File: src/tcu_consts.vh
// constants and register map of the 8-bit single compare timer unit
`ifndef TCU_CONSTS_VH
`define TCU_CONSTS_VH

// ----------------------------------------
// register offsets (4-bit address)
// ----------------------------------------
`define TCU_ADDR_CTRL_A 4'h0
`define TCU_ADDR_CTRL_B 4'h1
`define TCU_ADDR_COUNT 4'h2
`define TCU_ADDR_COMPARE 4'h3
`define TCU_ADDR_IRQ_MASK 4'h4
`define TCU_ADDR_IRQ_FLAG 4'h5
`define TCU_ADDR_ASYNC 4'h6

// ----------------------------------------
// field positions
// ----------------------------------------
// control_reg_a: [7] force strobe, [5:4] output mode, [1:0] waveform mode
`define TCU_CTRLA_FORCE 7
`define TCU_CTRLA_COM_HI 5
`define TCU_CTRLA_COM_LO 4
`define TCU_CTRLA_WGM_HI 1
`define TCU_CTRLA_WGM_LO 0
// control_reg_b: [2:0] clock select
`define TCU_CTRLB_CS_HI 2
`define TCU_CTRLB_CS_LO 0
// mask and flag: [1] compare, [0] overflow
`define TCU_IRQ_CMP 1
`define TCU_IRQ_OVF 0
// async status: [0] async clock select
`define TCU_ASYNC_SEL 0

// ----------------------------------------
// values and reset values
// ----------------------------------------
`define TCU_BOTTOM 8'h00
`define TCU_MAX 8'hff
`define TCU_RST_BYTE 8'h00
`define TCU_WGM_NORMAL 2'h0
`define TCU_WGM_PCPWM 2'h1
`define TCU_WGM_CTC 2'h2
`define TCU_WGM_FASTPWM 2'h3
`define TCU_CS_STOP 3'h0

`endif

File: src/tcu_edge_sync.v
// three-stage synchroniser with agreement detect for an external clock pin
`timescale 1ns/1ns
module tcu_edge_sync
(
  // clock and reset
  input wire sys_clk,
  input wire nrst,
  // pin and result
  input wire pin,
  output reg rise
);

reg sync_a;
reg sync_b;
reg sync_c;
reg level;

// stage a is read only by stage b; a change counts once b and c agree
always @(posedge sys_clk)
begin
  if (!nrst)
  begin
    sync_a <= 1'b0;
    sync_b <= 1'b0;
    sync_c <= 1'b0;
    level <= 1'b0;
    rise <= 1'b0;
  end
  else
  begin
    sync_a <= pin;
    sync_b <= sync_a;
    sync_c <= sync_b;
    if (sync_b == sync_c)
      level <= sync_c;
    rise <= (sync_b == sync_c) && sync_c && !level;
  end
end

endmodule // tcu_edge_sync

File: src/tcu_timer.v
// 8-bit up/down timer with one compare channel, register port and waveform output
`timescale 1ns/1ns
`include "tcu_consts.vh"
module tcu_timer
(
  // clock and reset
  input wire sys_clk,
  input wire nrst,
  // register port
  input wire [3:0] addr,
  input wire [7:0] wdata,
  input wire wr_en,
  input wire rd_en,
  output reg [7:0] rdata,
  // interrupt acknowledges from the cpu core
  input wire ovf_irq_ack,
  input wire cmp_irq_ack,
  // crystal oscillator clock on crystal_pin_one
  input wire crystal_pin_one,
  // outputs
  output reg compare_output,
  output reg ovf_irq,
  output reg cmp_irq
);

// ----------------------------------------
// registers
// ----------------------------------------
// software-visible state
reg [7:0] count_value;
reg [7:0] compare_value; // active compare register
reg [7:0] compare_buf; // buffer written in pwm modes
reg [1:0] waveform_mode_bits;
reg [1:0] compare_output_mode;
reg [2:0] clock_select_bits;
reg async_clock_select;
reg compare_irq_enable;
reg overflow_irq_enable;
reg compare_flag;
reg overflow_flag;
// counter internals
reg count_down; // direction for phase-correct pwm
reg match_block; // set by a count write, eaten by the next timer tick
reg match_q; // match seen on the last tick, flags on the next
reg [9:0] prescale;
reg [9:0] next_prescale;
reg [7:0] next_count;
reg next_down;
reg tick; // one timer clock
reg pwm_mode;
reg cmp_match;
reg force_now;
reg wr_count;
reg wr_compare;
reg wr_flag;
// decoded strobes and tick events
reg wr_ctrl_a;
reg wr_ctrl_b;
reg wr_mask;
reg wr_async;
reg match_live; // comparator match not blocked by a count write
reg ovf_event; // tick on which the overflow flag is set
reg buf_load; // tick on which the pwm buffer reaches the active register
wire osc_rise;

// crystal clock sampled through three flip-flops
// the crystal is far slower than sys_clk, so each of its rising edges is one pulse
tcu_edge_sync u_osc_sync
(
  .sys_clk(sys_clk),
  .nrst(nrst),
  .pin(crystal_pin_one),
  .rise(osc_rise)
);

// ----------------------------------------
// helpers
// ----------------------------------------
// prescaler tap; the same divider serves both clock sources
function tap_hit;
  input [2:0] sel;
  input [9:0] cnt;
  begin
    case (sel)
      3'h1: tap_hit = 1'b1;
      3'h2: tap_hit = (cnt[2:0] == 3'h0);
      3'h3: tap_hit = (cnt[4:0] == 5'h00);
      3'h4: tap_hit = (cnt[5:0] == 6'h00);
      3'h5: tap_hit = (cnt[6:0] == 7'h00);
      3'h6: tap_hit = (cnt[7:0] == 8'h00);
      3'h7: tap_hit = (cnt[9:0] == 10'h000);
      default: tap_hit = 1'b0;
    endcase
  end
endfunction

// new compare_output for a match under the given output mode and waveform mode
function wave_on_match;
  input [1:0] com;
  input [1:0] wgm;
  input down;
  input cur;
  begin
    wave_on_match = cur;
    if (com == 2'h1 && (wgm == `TCU_WGM_NORMAL || wgm == `TCU_WGM_CTC))
      wave_on_match = ~cur;
    else if (com == 2'h2)
      wave_on_match = (wgm == `TCU_WGM_PCPWM) ? down : 1'b0;
    else if (com == 2'h3)
      wave_on_match = (wgm == `TCU_WGM_PCPWM) ? ~down : 1'b1;
  end
endfunction

// ----------------------------------------
// decode and clock select
// ----------------------------------------
// strobes decoded from the port; one-hot address compare
always @*
begin
  wr_ctrl_a = wr_en && (addr == `TCU_ADDR_CTRL_A);
  wr_ctrl_b = wr_en && (addr == `TCU_ADDR_CTRL_B);
  wr_count = wr_en && (addr == `TCU_ADDR_COUNT);
  wr_compare = wr_en && (addr == `TCU_ADDR_COMPARE);
  wr_mask = wr_en && (addr == `TCU_ADDR_IRQ_MASK);
  wr_flag = wr_en && (addr == `TCU_ADDR_IRQ_FLAG);
  wr_async = wr_en && (addr == `TCU_ADDR_ASYNC);
  pwm_mode = waveform_mode_bits[0]; // modes 1 and 3 are pwm
  force_now = wr_ctrl_a && wdata[`TCU_CTRLA_FORCE] && !pwm_mode;
end

// timer clock from io_clock or the oscillator, gated off when stopped
always @*
begin
  next_prescale = prescale;
  tick = 1'b0;
  if (clock_select_bits != `TCU_CS_STOP)
  begin
    if (!async_clock_select || osc_rise)
    begin
      next_prescale = prescale + 10'h001;
      tick = tap_hit(clock_select_bits, prescale);
    end
  end
end

// comparator runs continuously on the active register
always @*
begin
  cmp_match = (count_value == compare_value);
end

// ----------------------------------------
// counter sequence
// ----------------------------------------
// next count per waveform mode
always @*
begin
  next_count = count_value;
  next_down = count_down;
  case (waveform_mode_bits)
    `TCU_WGM_NORMAL:
      next_count = count_value + 8'h01;
    `TCU_WGM_CTC:
      next_count = match_live ? `TCU_BOTTOM : count_value + 8'h01;
    `TCU_WGM_PCPWM:
    begin
      if (!count_down && count_value == `TCU_MAX)
      begin
        next_down = 1'b1;
        next_count = count_value - 8'h01;
      end
      else if (count_down && count_value == `TCU_BOTTOM)
      begin
        next_down = 1'b0;
        next_count = count_value + 8'h01;
      end
      else if (count_down)
        next_count = count_value - 8'h01;
      else
        next_count = count_value + 8'h01;
    end
    default:
      next_count = count_value + 8'h01; // fast pwm wraps at MAX
  endcase
end

// ----------------------------------------
// tick events
// ----------------------------------------
// what a tick means is decided once, so counter, flags and waveform agree
always @*
begin
  match_live = cmp_match && !match_block;
  ovf_event = 1'b0;
  buf_load = 1'b0;
  if (tick)
  begin
    // normal, ctc and fast pwm overflow as the count wraps from MAX to zero; pwm turns at BOTTOM
    if (waveform_mode_bits != `TCU_WGM_PCPWM)
      ovf_event = (count_value == `TCU_MAX) && (next_count == `TCU_BOTTOM);
    else
      ovf_event = count_down && (count_value == `TCU_BOTTOM);
    // a compare write in the same cycle lands in the buffer and waits for the next reload
    if (pwm_mode && !wr_compare)
    begin
      if (waveform_mode_bits == `TCU_WGM_FASTPWM)
        buf_load = (next_count == `TCU_BOTTOM);
      else
        buf_load = (count_value == `TCU_MAX);
    end
  end
end

// ----------------------------------------
// state update
// ----------------------------------------
always @(posedge sys_clk)
begin
  if (!nrst)
  begin
    count_value <= `TCU_RST_BYTE;
    compare_value <= `TCU_RST_BYTE;
    compare_buf <= `TCU_RST_BYTE;
    waveform_mode_bits <= `TCU_WGM_NORMAL;
    compare_output_mode <= 2'h0;
    clock_select_bits <= `TCU_CS_STOP;
    async_clock_select <= 1'b0;
    compare_irq_enable <= 1'b0;
    overflow_irq_enable <= 1'b0;
    compare_flag <= 1'b0;
    overflow_flag <= 1'b0;
    count_down <= 1'b0;
    match_block <= 1'b0;
    match_q <= 1'b0;
    prescale <= 10'h000;
    compare_output <= 1'b0;
  end
  else
  begin
    prescale <= next_prescale;
    // control writes; output mode applies from the next cycle, so a force in the same write uses the old mode
    // the force bit is a strobe: it is never stored and reads back as zero
    if (wr_ctrl_a)
    begin
      compare_output_mode <= wdata[`TCU_CTRLA_COM_HI:`TCU_CTRLA_COM_LO];
      waveform_mode_bits <= wdata[`TCU_CTRLA_WGM_HI:`TCU_CTRLA_WGM_LO];
    end
    if (wr_ctrl_b)
      clock_select_bits <= wdata[`TCU_CTRLB_CS_HI:`TCU_CTRLB_CS_LO];
    if (wr_async)
      async_clock_select <= wdata[`TCU_ASYNC_SEL];
    if (wr_mask)
    begin
      compare_irq_enable <= wdata[`TCU_IRQ_CMP];
      overflow_irq_enable <= wdata[`TCU_IRQ_OVF];
    end
    // compare writes go to buffer in pwm modes, else straight through
    if (wr_compare)
    begin
      compare_buf <= wdata;
      if (!pwm_mode)
        compare_value <= wdata;
    end
    // a write arms the block, the next tick consumes it
    if (wr_count)
      match_block <= 1'b1;
    else if (tick)
      match_block <= 1'b0;
    // counter: a software write wins over any tick
    if (wr_count)
      count_value <= wdata;
    else if (tick)
    begin
      count_value <= next_count;
      count_down <= next_down;
    end
    // pwm buffer load: fast pwm at BOTTOM, phase-correct at TOP
    if (buf_load)
      compare_value <= compare_buf;
    // latch match on a tick, flag it on the following tick
    if (tick)
      match_q <= match_live;
    // compare flag: set beats the clear
    if (tick && match_q)
      compare_flag <= 1'b1;
    else if (cmp_irq_ack || (wr_flag && wdata[`TCU_IRQ_CMP]))
      compare_flag <= 1'b0;
    // overflow: MAX wraps to zero in normal/ctc/fast, turns at BOTTOM in pwm
    if (ovf_event)
      overflow_flag <= 1'b1;
    else if (ovf_irq_ack || (wr_flag && wdata[`TCU_IRQ_OVF]))
      overflow_flag <= 1'b0;
    // waveform generator; state is kept across mode changes
    if (force_now)
      compare_output <= wave_on_match(compare_output_mode, waveform_mode_bits,
        count_down, compare_output);
    else if (tick && match_live && compare_output_mode != 2'h0)
      compare_output <= wave_on_match(compare_output_mode, waveform_mode_bits,
        count_down, compare_output);
    else if (tick && waveform_mode_bits == `TCU_WGM_FASTPWM && next_count == `TCU_BOTTOM
        && compare_output_mode[1])
      compare_output <= ~compare_output_mode[0];
  end
end

// ----------------------------------------
// interrupt requests and read port
// ----------------------------------------
always @(posedge sys_clk)
begin
  if (!nrst)
  begin
    ovf_irq <= 1'b0;
    cmp_irq <= 1'b0;
    rdata <= `TCU_RST_BYTE;
  end
  else
  begin
    ovf_irq <= overflow_flag && overflow_irq_enable;
    cmp_irq <= compare_flag && compare_irq_enable;
    // idle cycles and unmapped addresses read as zero
    rdata <= `TCU_RST_BYTE;
    if (rd_en)
    begin
      if (addr == `TCU_ADDR_CTRL_A)
        rdata <= {2'h0, compare_output_mode, 2'h0, waveform_mode_bits};
      else if (addr == `TCU_ADDR_CTRL_B)
        rdata <= {5'h00, clock_select_bits};
      else if (addr == `TCU_ADDR_COUNT)
        rdata <= count_value;
      else if (addr == `TCU_ADDR_COMPARE)
        rdata <= pwm_mode ? compare_buf : compare_value;
      else if (addr == `TCU_ADDR_IRQ_MASK)
        rdata <= {6'h00, compare_irq_enable, overflow_irq_enable};
      else if (addr == `TCU_ADDR_IRQ_FLAG)
        rdata <= {6'h00, compare_flag, overflow_flag};
      else if (addr == `TCU_ADDR_ASYNC)
        rdata <= {7'h00, async_clock_select};
    end
  end
end

endmodule // tcu_timer

File: config.mk
export PLATFORM = sky130hd
export DESIGN_NAME = tcu_timer
export DESIGN_NICKNAME = d
export VERILOG_FILES = /design/src/tcu_edge_sync.v /design/src/tcu_timer.v
export VERILOG_INCLUDE_DIRS = /design/src
export SDC_FILE = /design/constraint.sdc
export NUM_CORES = 1
export LEC_CHECK = 0
export BUFFER_PORTS_ARGS = -buffer_cell sky130_fd_sc_hd__buf_2
export CORE_AREA = 8 8 110 112
export DETAILED_ROUTE_END_ITERATION = 12
export DIE_AREA = 0 0 118 120
export HOLD_SLACK_MARGIN = 0.02
export PLACE_DENSITY = 0.53
export SLEW_MARGIN = 20
export SYNTH_ARGS = -nofsm -noshare
export SYNTH_HDL_FRONTEND = slang
export SYNTH_SLANG_ARGS = --single-unit
File: constraint.sdc
create_clock -name sys_clk -period 9.1 [get_ports sys_clk]
set_input_delay 0.91 -clock sys_clk [delete_from_list [all_inputs] [get_ports sys_clk]]
set_output_delay 0.91 -clock sys_clk [all_outputs]
set_load 0.05 [all_outputs]
# --- After elaboration in Yosys (flattened, before gate mapping) ---
# Cells that the tools add are included.
op_classes:
  n_addsub: 3
  n_mul: 0
  div_mod_pow: 0
  order_cmp: 0
  n_eq_ne: 24
  shifts: 0
  muxes: 42
  n_bitwise: 6
  reduce_logical: 61
ops:
  columns: ["op", "n"]
  rows:
  - ["8-bit two-way mux", 12]
  - ["1-bit logical AND", 27]
  - ["8-bit logical NOT", 3]
  - ["1-bit two-way mux", 24]
  - ["8-bit one-hot mux with 2 select lines", 1]
  - ["3-bit equality test (second input constant)", 4]
  - ["4-bit by 3-bit equality test with 1-bit output (second input constant)", 3]
  - ["6-bit two-way mux", 2]
  - ["2-bit nonzero test", 6]
  - ["10-bit by 1-bit adder with 10-bit output (second input constant)", 1]
  - ["10-bit logical NOT", 1]
  - ["8-bit by 1-bit adder with 8-bit output (second input constant)", 1]
  - ["2-bit equality test (second input constant)", 4]
  - ["4-bit by 2-bit equality test with 1-bit output (second input constant)", 2]
  - ["8-bit equality test", 1]
  - ["8-bit equality test (second input constant)", 1]
  - ["8-bit by 1-bit subtractor with 8-bit output (second input constant)", 1]
  - ["7-bit logical NOT", 1]
  - ["1-bit one-hot mux with 7 select lines", 1]
  - ["3-bit by 2-bit equality test with 1-bit output (second input constant)", 2]
  - ["1-bit logical NOT", 6]
  - ["6-bit logical NOT", 1]
  - ["1-bit inverter", 6]
  - ["2-bit AND reduction", 3]
  - ["15 further kinds", 22]
word_totals:
  regBits: 65
  latchBits: 0
  mem_bits_rw: 0
  rom_bits: 0
  inputBits: 19
  output_inout_bits: 11
  wordCells: 162
  n_memories: 0

# --- Depth between registers and ports, before layout ---
# Gate-level depths: netlist of the first run.
depth:
  ltp_word: 11
  depth_mapped: 13
  depth_no_buf: 10

# --- Hierarchy ---
# A second synthesis of the first run with hierarchy kept.
hier_totals:
  cells_unflattened: 474
  area_unflattened_um2: 3910.0
by_module_without_submodules:
  columns: ["mod", "instances", "cells_each", "area_per_inst_um2", "seq_area_each_um2"]
  rows:
  - ["tcu_timer", 1, 461, 3754.9, 1201.2]
  - ["tcu_edge_sync", 1, 13, 155.1, 100.1]

# --- Least setup slack after synthesis of the first run ---
# Ideal clock, no wire load.
synth_path:
  kind: "register to register"
  startpoint: "reg waveform_mode_bits[0]"
  endpoint: "reg compare_value[3]"
  setup_ns: 0.116
  t_arrival_ns: 2.723
  required_ns: 8.984
  setup_slack_ns: 6.260
  path_stages_with_launch: 13
  n_path_buf: 3
  synth_period_minus_slack_ns: 2.840
  path_cell_list: "dfxtp_1 buf_6 clkbuf_1 inv_1 ha_1 nor2b_1 a41oi_2 a221oi_2 o221a_2 a31oi_4 or2_1 buf_6 o211a_1"
synth_via:
  elab_chain_len: 8
  elab_cells_between_ends: 13
  classes_between: "eq/ne: 4; mux: 5; reduce/logical: 4"
synth_lines:
  columns: ["item", "line_no", "source"]
  rows:
  - ["start: declaration", "tcu_timer.v:33", "reg [1:0] waveform_mode_bits;"]
  - ["start signal: assignment", "tcu_timer.v:224", "waveform_mode_bits <= `TCU_WGM_NORMAL;"]
  - ["start signal: assignment", "tcu_timer.v:246", "waveform_mode_bits <= wdata[`TCU_CTRLA_WGM_HI:`TCU_CTRLA_WGM_LO];"]
  - ["2-bit by 1-bit equality test with 1-bit output / 2-bit equality test (equally long branches)", "tcu_timer.v:160", "case (waveform_mode_bits)"]
  - ["8-bit one-hot mux with 2 select lines", "tcu_timer.v:160", null]
  - ["8-bit logical NOT (no line)", null, null]
  - ["1-bit two-way mux", "tcu_timer.v:206", "if (waveform_mode_bits == `TCU_WGM_FASTPWM)"]
  - ["1-bit two-way mux", "tcu_timer.v:204", "if (pwm_mode && !wr_compare)"]
  - ["1-bit two-way mux", "tcu_timer.v:196", "if (tick)"]
  - ["2-bit by 1-bit != test with 1-bit output (no line) / 2-bit nonzero test (equally long branches)", null, null]
  - ["2-bit AND reduction (no line)", null, null]
  - ["end signal: assignment", "tcu_timer.v:222", "compare_value <= `TCU_RST_BYTE;"]
  - ["end signal: assignment", "tcu_timer.v:262", "compare_value <= wdata;"]
  - ["end signal: assignment", "tcu_timer.v:279", "compare_value <= compare_buf;"]
  - ["end: declaration", "tcu_timer.v:31", "reg [7:0] compare_value;"]
# Parallel ways exist; a longest one is shown, timed or not.
# A chain may end at the register's enable or synchronous reset.

# --- Worst setup path in the final report of the first run ---
layout_path:
  startpoint: "reg waveform_mode_bits[0]"
  endpoint: "reg compare_value[0]"
# Same word-level chain as after synthesis.

==> flow_summary_export.csv, run 1 <==
group,metric,value,unit
yosys,async_flop_share,0,
routing,vias_per_cell,5.435,
global_routing,grt_pass1_vias,3456,
yosys,yosysTopAreaCell,"dfxtp_1",
cts,holdBufCountCts,0,
cts,clk_latency,340,ps
global_routing,grt-ovfl-total,0,
yosys,synth_cell_types,65,
place,dpl.hpwl,8020,microns
floorplan,coreArea,10510,sq um
setup_path,end_kind,"flop",
routing,num_vias,3451,
cts,cts_sinks,65,
routing,ant_nets,0,
timing,hold-worst-slack,437.8,ps
routing,post_drt_wl_per_cell,17.41,microns
floorplan,core.rowCount,38,
timing,final_max_slew_viol_count,0,
routing,wirelength,11060,microns
yosys,yosysWarnings,0,
yosys,yosys.area.top_type_share,0.3230,
pwr,vdd_ir_drop_max,0.00007488,V
routing,drt_iter0_markers,320,
floorplan,num_io_pins,30,
cts,htree_levels,3,
outcome,outcome,"finished, final reports clean",
timing,totalNegativeSetupSlack,0,ps
cells_and_area,num_antenna_cells,0,
timing,rsz0062_at_grt,"false",
timing,tightestPinTransition,997.5,ps
timing,post-route-period-util,0.3521,
hold_path,worst_hold_path_type,"flop to flop",
setup_path,arrival,3420,ps
global_routing,grt_pass1_wl,17780,microns
timing,setup_viol_count_final,0,
global_routing,grt_max_degree,64,
floorplan,dieArea,14160,sq um
cells_and_area,drive_gt1_frac,0.1212,
routing,remaining_drc_errors,0,
place,io_buffer_count,29,
cts,clk_pin_slew,60,ps
cells_and_area,area_delta_synth_final,7.267,%
floorplan,floorplan.die.height,120,microns
setup_path,worstPathRequired,9320,ps
routing,dr.pass1.iters,5,
setup_path,crit_path_start_kind,"flop",
yosys,ys.flop_type,"dfxtp_1",
yosys,syn_area,4029,sq um
setup_path,ff2ff_setup_slack,5900,ps
timing,clock.fmax,312.1,MHz
cts,cts_tree,"built",
timing,min_period,3204,ps
global_routing,antenna_found_initial,0,
cts,cts_setup_buffers,0,
yosys,avgSynthCellArea,8.411,sq um
yosys,synth_edf_count,0,
cts,post_cts_resized,0,
pwr,power_leakage,0.001611,uW
setup_path,cp_max_fo,16,
global_routing,grt_util_all_layers,0.1576,
pwr,power.density,130.6,nW/um^2
yosys,syn_inst,479,
yosys,seq_area_frac_synth,0.3230,
yosys,synth_nets,508,
timing,max_slew_margin,0.3350,
floorplan,initial_core_util,0.3834,
timing,fin_skew,7.635,ps
timing,finalHoldViolCount,0,
cts,cts_root_buf,"clkbuf_8",
yosys,synth.area.top_cells,"dfxtp_1, mux2i_1, nand2_1",
yosys,ys_ff_latch,65,
cts,cts_buffers,9,
run,drv_cap,0,
pwr,power,564.3,uW
place,gp_congestion,0.8703,
floorplan,die_w,118,microns
setup_path,worstSetupPathType,"flop to flop",
cells_and_area,nets,521,
cts,clk_path_buf_depth,2,
-- Yosys cell counts (all sizes together), types with 3 or more instances --
library cell / number
dfxtp: 65
nand2: 53
nor2: 32
a21oi: 28
mux2i: 26
o21ai: 21
a21boi: 17
and2: 17
clkbuf: 16
nand3: 16
inv: 15
xor2: 15
xnor2: 14
nor2b: 13
and3: 11
buf: 11
ha: 10
a211oi: 9
o31ai: 9
nand4: 7
nor3: 7
nand2b: 6
o211ai: 6
nor3b: 5
nor4: 5
o211a: 5
or3: 4
a31oi: 3
o21a: 3
o221ai: 3
o22ai: 3
-- per-layer routing --
| layer | track usage | vias to the layer above | share of wire |
|---|---|---|---|
| li1 | - | 1731 | - |
| met1 | 0.1862 | 1635 | 0.45 |
| met2 | 0.2694 | 64 | 0.49 |
| met3 | 0.03194 | 21 | 0.038 |
| met4 | 0.07606 | 0 | 0.026 |
| met5 | 0 | - | 0 |
-- area by class of cell --
class / instances / area, sq um
clock buffers: 13 / 138.9
clock inverters: 1 / 5.005
fillers: 1096 / 6186
inverters: 15 / 56.30
multi-input cells: 372 / 2500
flip-flops and latches: 65 / 1301
well taps: 140 / 175.2
repair buffers: 29 / 145.1
-- state kept, by name, indices dropped and copies added, names as in the netlist, 2 cells and up --
register / cells
compare_buf: 8
waveform_mode_bits: 2
compare_output_mode: 2
clock_select_bits: 3
count_value: 8
compare_value: 8
prescale: 10
rdata: 8
-- placed cells by master, fill, tap and decap left out, types with 2 or more instances in the layout --
cell | Yosys | layout
a21boi_0 | 17 | 17
o211a_1 | 5 | 5
o31ai_1 | 9 | 9
nor4_4 | 2 | 2
o211ai_1 | 6 | 6
o221ai_1 | 3 | 3
inv_1 | 15 | 15
nor3_1 | 6 | 6
nand2_1 | 52 | 52
or3_1 | 4 | 4
nor3b_1 | 5 | 5
nand3_1 | 15 | 15
o21ai_0 | 20 | 20
dfxtp_1 | 65 | 65
mux2i_1 | 26 | 26
xor2_1 | 15 | 15
xnor2_1 | 14 | 14
a31oi_1 | 2 | 2
nand4_1 | 6 | 6
a21oi_1 | 28 | 28
a22oi_1 | 2 | 2
and3_1 | 11 | 11
a211oi_1 | 9 | 9
buf_2 | 1 | 29
mux2_2 | 2 | 2
o21a_1 | 2 | 2
nand2b_1 | 6 | 6
nor2b_1 | 13 | 13
clkbuf_8 | 2 | 9
and2_1 | 16 | 16
ha_1 | 10 | 10
nor2_2 | 2 | 2
nor2_1 | 30 | 30
clkbuf_1 | 14 | 4
nand3b_1 | 2 | 2
o2111ai_1 | 2 | 2
nor4_1 | 3 | 3
o22ai_1 | 3 | 3
-- critical path: stages (launching register included) --
cell and delay (ps):
dfxtp_1 790, inv_1 200, ha_1 440, nor2b_1 180, a41oi_2 260, a221oi_2 110, o221a_2 340, a31oi_4 320
or2_1 320, a21oi_1 110
-- path summary, 6_finish.rpt --
check,start,endpoint,cells past startpoint
worst min register to register,u_osc_sync.level,u_osc_sync.rise,1
worst min-delay path,u_osc_sync.level,u_osc_sync.rise,1
worst max-delay path,waveform_mode_bits[0],compare_value[0],9
worst max register to register,waveform_mode_bits[0],compare_value[0],9
-- logic make-up after synthesis --
family / after synthesis / share of synthesized area
AND/OR/NAND/NOR: 184 / 0.2460
AO/OA/AOI/OAI: 121 / 0.2102
flip-flops: 65 / 0.3230
buffers and inverters: 42 / 0.05652
XOR/XNOR: 29 / 0.06305
multiplexers: 28 / 0.07019
adder cells (fa/ha/maj): 10 / 0.03106
-- power by group --
group | total (uW) | switching, uW | internal, uW
clock network | 197 | 102 | 95.8
registers | 297 | 8.54 | 289
logic | 69.4 | 42.3 | 27.2
total | 564 | 153 | 412
-- per-stage QoR --
stage / instance area, sq um / instances / setup WS (ps) / utilization
2_1_floorplan: 4029 / 479 / 6260 / -
3_3_place_gp: 4178 / 621 / 5982 / 0.3976
3_5_place_dp: 4178 / 621 / 5937 / 0.3976
4_1_cts: 4322 / 635 / 5930 / 0.4113
5_1_grt: 4322 / 635 / 5689 / 0.4113
6_report: 4322 / 635 / 5896 / 0.4113
Note: power is estimated with default switching activity, not from simulation.
==> inputs of run 2 (changes only) <==
- PLACE_DENSITY: 0.53 -> 0.55
- clock period: 9.1 -> 2.9 ns (I/O delays scaled with it)
==> run 2 against run 1 <==
Effect of this change:
- clock-buffer cell count shrank 3
- sequential cell count is the same
- clock skew grew 7.1 ps
- final area grew 5.0%
- combinational power grew to 3.2 times the previous value
- register-to-register slack lost 5700 ps
- largest cell class unchanged
- largest power group is now clock
- highest routed layer unchanged
==> flow_summary_export.csv, run 2 (synthesis gave the netlist of run 1 again) <==
group,metric,value,unit
routing,num_vias,3507,
cts,clk_latency,360,ps
cts,cts_root_buf,"clkbuf_8",
routing,drt_iter0_markers,175,
timing,totalNegativeSetupSlack,0,ps
global_routing,grt_max_degree,33,
global_routing,grt_pass1_vias,3395,
global_routing,grt_util_all_layers,0.1567,
cells_and_area,nFillCells,1048,
hold_path,worst_hold_path_type,"input port to flop",
setup_path,end_kind,"flop",
cells_and_area,final_cell_mix,"dfxtp_1, nand2_1, nor2_1",
cells_and_area,nets,536,
pwr,power_leakage,0.001730,uW
setup_path,worstPathRequired,3140,ps
timing,finalHoldViolCount,0,
cells_and_area,final_common_cell,"dfxtp_1",
cells_and_area,largest_reg_flops,10,
cts,post_cts_resized,0,
pwr,power.switching,529.4,uW
setup_path,arrival,2960,ps
pwr,pwr-share-seq,0.442,
routing,vias_per_cell,5.379,
floorplan,core.rowCount,38,
cells_and_area,regMostFlops,"prescale",
global_routing,met1_usage,0.2030,
cells_and_area,final_core_util,0.4318,
place,dpl.hpwl,8077,microns
setup_path,ff2ff_setup_slack,170,ps
cts,holdBufCountCts,0,
timing,tightestPinTransition,592.4,ps
pwr,power.internal,1570,uW
global_routing,grt_pass1_wl,18020,microns
run,drv_cap,0,
routing,wirelength,10870,microns
pwr,power.density,462.8,nW/um^2
global_routing,grt-ovfl-total,0,
timing,fin_skew,14.77,ps
setup_path,cp_max_fo,8,
place,io_buffer_count,29,
routing,dr.pass1.iters,4,
setup_path,crit_path_start_kind,"flop",
floorplan,floorplan.die.height,120,microns
pwr,swShare,0.2521,
pwr,pwr-share-clk,0.451,
cts,clk_pin_slew,80,ps
cells_and_area,drive_gt1_frac,0.1641,
outcome,outcome,"finished, final reports clean",
timing,post-route-period-util,0.9399,
floorplan,initial_core_util,0.3834,
place,gp_congestion,0.8578,
timing,max_slew_margin,0.6036,
timing,final_max_slew_viol_count,0,
cts,clk_path_buf_depth,2,
global_routing,busiest_layer,"met2",
routing,ant_nets,0,
floorplan,coreArea,10510,sq um
timing,rsz0062_at_grt,"false",
routing,post_drt_wl_per_cell,16.67,microns
cells_and_area,num_antenna_cells,0,
pwr,p_comb_frac,0.107,
cells_and_area,area_delta_synth_final,12.61,%
floorplan,dieArea,14160,sq um
cts,cts_setup_buffers,0,
floorplan,num_io_pins,30,
cts,htree_levels,3,
global_routing,grt_use_met2,0.2547,
pwr,vdd_ir_drop_max,0.0003305,V
global_routing,grtUsageMet3,0.03194,
floorplan,die_w,118,microns
timing,clock.fmax,366.9,MHz
cts,cts_tree,"built",
timing,setup_viol_count_final,0,
routing,remaining_drc_errors,0,
timing,min_period,2726,ps
setup_path,worstSetupPathType,"flop to flop",
cts,cts_sinks,65,
global_routing,antenna_found_initial,0,
cts,cts_buffers,9,
[run 2: cell count changes in the layout (fill, tap and decap cells not counted), sizes merged]
cell      before  now
inv           15   16
clkbuf        13   10
clkinv         1    0
buf           29   44
bufinv         0    3
clkinvlp       0    2
[run 2: cell type report]
type                    count  area (sq um)  share of cell area
clock buffers              10         127.6             0.02813
repair buffers             44         257.7             0.05681
clock inverters             6         113.9             0.02510
inverters                  15         56.30             0.01241
multi-input cells         372          2500              0.5510
flip-flops and latches     65          1306              0.2879
well taps                 140         175.2             0.03861
[run 2: routing by layer]
metal  up-vias  wire length (microns)  part of all wire
met5         -                      0                 0
met4         0                    151             0.014
met3        12                    452             0.042
met2        68                   5130              0.47
met1      1663                   5133              0.47
li1       1764                      -                 -
[run 2: power by group through the flow]
| stage | Sequential, uW | Clock, uW | Combinational, uW |
|---|---|---|---|
| after floorplan | 940 | 0 | 167 |
| after global placement | 948 | 0 | 223 |
| after detailed placement | 948 | 0 | 223 |
| after CTS | 927 | 976 | 224 |
| after global routing | 931 | 1010 | 246 |
| final | 928 | 948 | 224 |
[run 2: critical path, cell delays in order (launching register included)]
cell	delay, ps
dfxtp_2	380
inv_1	130
ha_1	280
inv_1	110
or3_1	380
xnor2_1	150
a211oi_1	220
o221a_2	270
a31oi_4	110
or2_1	330
o211a_1	240
[run 2: path summary, 6_finish.rpt]
check | start | to | depth (start not counted)
setup / recovery | count_value[0] | compare_value[3] | 10
hold / removal | crystal_pin_one | u_osc_sync.sync_a | 2
setup reg to reg | count_value[0] | compare_value[3] | 10
hold reg to reg | u_osc_sync.level | u_osc_sync.rise | 1
[run 2: per-stage QoR]
stage / total power, uW / hold slack, ps / setup slack (ps) / area (sq um) / cells
floorplan: 1107 / 389.3 / 60.34 / 4029 / 479
global placement: 1171 / 403.5 / 184.8 / 4290 / 636
detailed placement: 1172 / 405.8 / 157.5 / 4290 / 636
CTS: 2127 / 119.6 / 126.3 / 4532 / 652
global route: 2187 / 123.3 / 19.37 / 4537 / 652
finish: 2100 / 136.5 / 174.3 / 4537 / 652
==> inputs of run 3 (changes only) <==
- CORE_AREA: 8 8 110 112 -> 8 8 108 110
- DIE_AREA: 0 0 118 120 -> 0 0 116 118
- PLACE_DENSITY: 0.55 -> 0.53
- SYNTH_HIERARCHICAL: default -> 1
- TNS_END_PERCENT: default -> 20
- clock period: 2.9 -> 2.86 ns (I/O delays scaled with it)
==> run 3 against run 2 <==
Effect of this change:
- the run now ends with setup timing left
- final cell count increased by 5.2%
- clock-buffer cell count unchanged
- synthesized cell count decreased by 1.0%
- combinational power is 22% higher
- final area increased by 6.7%
- die area shrank 3.3%
- non-clock buffer count rose by 45
- worst hold slack about the same
- clock skew down 1.5 ps
- first-iteration DRC count up 83%
- utilization is 5.2 points higher
- critical path type unchanged
- critical endpoint is now compare_value[4]
- largest power group is now registers
==> flow_summary_export.csv, run 3 <==
group,metric,value,unit
yosys,yosysTopAreaCell,"dfxtp_1",
setup_path,end_kind,"flop",
floorplan,dieArea,13690,sq um
timing,hold-worst-slack,136.2,ps
yosys,syn_area,3910,sq um
global_routing,antenna_found_initial,0,
place,io_buffer_count,29,
setup_path,path_cells,"buf_6, xor2_1, nor4_2, buf_4, a41oi_4, buf_6, a32o_2, a311oi_2, and4_4, a31o_4, buf_12, a221oi_2, a211oi_2",
setup_path,path_buf_inv,4,
timing,fin_ws,-4.579,ps
cells_and_area,num_antenna_cells,0,
cts,cts_buffers,9,
place,gp_congestion,0.9370,
yosys,yosys.area.top_type_share,0.3328,
yosys,synth_top_family_by_area,"simple AND/OR/NAND/NOR gates",
cts,clk_path_buf_depth,2,
yosys,ys.flop_type,"dfxtp_1",
setup_path,cp_slowest_cell,"dfxtp_4",
pwr,vdd_ir_drop_max,0.0002774,V
routing,post_drt_wl_per_cell,17.17,microns
timing,min_period,2865,ps
timing,totalNegativeSetupSlack,-4.579,ps
timing,clock.fmax,349.1,MHz
hold_path,worst_hold_path_type,"input port to flop",
cts,htree_levels,3,
routing,ant_nets,0,
yosys,synth_simple_gate_area_frac,0.2538,
setup_path,cp_max_fo,7,
floorplan,initial_core_util,0.3910,
cells_and_area,final_cell_mix,"dfxtp_1, nand2_1, buf_4",
outcome,outcome,"finished with violations",
setup_path,path_depth,13,
setup_path,worst_r2r_path_depth,13,
timing,setup_viol_count_final,1,
yosys,synth.area.top_cells,"dfxtp_1, nand2_1, a21oi_1",
cts,clk_pin_slew,80,ps
yosys,syn_inst,474,
cts,holdBufCountCts,0,
yosys,seq_area_frac_synth,0.3328,
pwr,power_leakage,0.001911,uW
timing,fin_skew,13.27,ps
setup_path,crit_family,"compound AO/OA/AOI/OAI gates",
setup_path,ff2ff_setup_slack,-5,ps
setup_path,crit_path_frequent_cell,"buf_6",
yosys,synth_fa_ha_area_frac,0.03200,
timing,rsz0062_at_grt,"true",
global_routing,grt_pass1_wl,19400,microns
global_routing,grt-ovfl-total,0,
routing,wirelength,11780,microns
setup_path,reg2reg_to,"compare_value[4]",
cts,cts_tree,"built",
cells_and_area,regMostFlops,"prescale",
floorplan,die_w,116,microns
global_routing,grt_max_degree,49,
routing,remaining_drc_errors,0,
routing,dr.pass1.iters,7,
yosys,synth_edf_count,0,
cells_and_area,drive_gt1_frac,0.2909,
yosys,synth_nets,503,
global_routing,grt_pass1_vias,3688,
yosys,yosysWarnings,6,
setup_path,critPathLaunch,"count_value[0]",
timing,finalHoldViolCount,0,
cts,cts_sinks,65,
routing,num_vias,3704,
setup_path,arrival,3130,ps
cts,clk_latency,350,ps
timing,post-route-period-util,1.002,
yosys,synthXorXnorAreaFrac,0.05152,
yosys,synth_cell_types,68,
yosys,synthMuxAreaShare,0.04608,
cells_and_area,nets,574,
cells_and_area,largest_reg_flops,10,
cells_and_area,final_common_cell,"dfxtp_1",
timing,final_max_slew_viol_count,0,
yosys,async_flop_share,0,
setup_path,critical_path.endpoint,"compare_value[4]",
global_routing,grt_util_all_layers,0.1780,
yosys,yosys-top-cells-count,"dfxtp_1, nand2_1, nor2_1",
place,dpl.hpwl,8736,microns
cts,cts_root_buf,"clkbuf_8",
floorplan,coreArea,10000,sq um
routing,drt_iter0_markers,321,
setup_path,worstPathRequired,3130,ps
cells_and_area,area_delta_synth_final,23.78,%
floorplan,num_io_pins,30,
pwr,power,1968,uW
setup_path,slowest_delay,370,ps
pwr,power.density,406.6,nW/um^2
floorplan,core.rowCount,37,
yosys,synth.most_common_cell,"dfxtp_1",
outcome,violations,"setup timing",
yosys,synth_compound_area_frac,0.2138,
run,drv_cap,0,
timing,tightestPinTransition,756.9,ps
routing,vias_per_cell,5.399,
floorplan,floorplan.die.height,118,microns
yosys,ys_ff_latch,65,
timing,max_slew_margin,0.4944,
yosys,avgSynthCellArea,8.249,sq um
setup_path,worstSetupPathType,"flop to flop",
setup_path,worstReg2RegStart,"count_value[0]",
cells_and_area,final_core_util,0.4840,
setup_path,crit_path_start_kind,"flop",
==> run 3: logic make-up (layout without fill, tap and decap cells) <==
| logic type | Yosys count | count (layout) |
|---|---|---|
| compound gates | 115 | 115 |
| mux | 17 | 17 |
| fa+ha+maj | 10 | 10 |
| xor+xnor | 23 | 23 |
| flops | 65 | 65 |
| simple gates | 193 | 193 |
| buf+inv | 51 | 127 |
==> run 3: metrics by stage <==
step	setup WS (ps)	cells	area [sq um]
2_1_floorplan	7.936	474	3938
3_3_place_gp	-63.22	668	4487
4_1_cts	12.92	684	4752
5_1_grt	-143.9	686	4840
3_5_place_dp	-131.6	668	4487
6_report	-4.579	686	4840
==> run 3: power breakdown <==
group / internal [uW] / switching [uW] / leakage, uW / total, uW
registers: 917 / 13.5 / 0.000526 / 931
logic: 118 / 155 / 0.00128 / 273
clock network: 398 / 366 / 0.0000998 / 764
==> run 3: worst min-delay path by stage <==
stage | endpoint | startpoint | cells past startpoint
after floorplan | u_osc_sync/rise | u_osc_sync/level | 1
after global placement | u_osc_sync/rise | u_osc_sync/level | 1
after detailed placement | u_osc_sync/rise | u_osc_sync/level | 1
after CTS | u_osc_sync/sync_a | crystal_pin_one | 2
after global routing | u_osc_sync/sync_a | crystal_pin_one | 2
final | u_osc_sync/sync_a | crystal_pin_one | 2
==> run 3: area by class of cell <==
| cell class | count | area (sq um) |
|---|---|---|
| fillers | 1017 | 5160 |
| multi-input cells | 358 | 2474 |
| flip-flops and latches | 65 | 1306 |
| repair buffers | 89 | 615.6 |
| well taps | 136 | 170.2 |
| clock buffers | 10 | 127.6 |
| inverters | 22 | 87.58 |
| clock inverters | 6 | 58.81 |
==> run 3: per-layer routing <==
| metal | share of wire | vias to the layer above | routed length [microns] | track usage |
|---|---|---|---|---|
| li1 | - | 1839 | - | - |
| met4 | 0.020 | 0 | 240 | 0.06407 |
| met2 | 0.48 | 85 | 5650 | 0.2867 |
| met5 | 0 | - | 0 | 0 |
| met3 | 0.038 | 21 | 451 | 0.03540 |
| met1 | 0.46 | 1759 | 5436 | 0.2275 |
==> run 3: repair_timing <==
action,CTS,global route
setup endpoints to repair,8,9
pin swaps,0,12
setup buffers,0,2
resized for setup,13,16
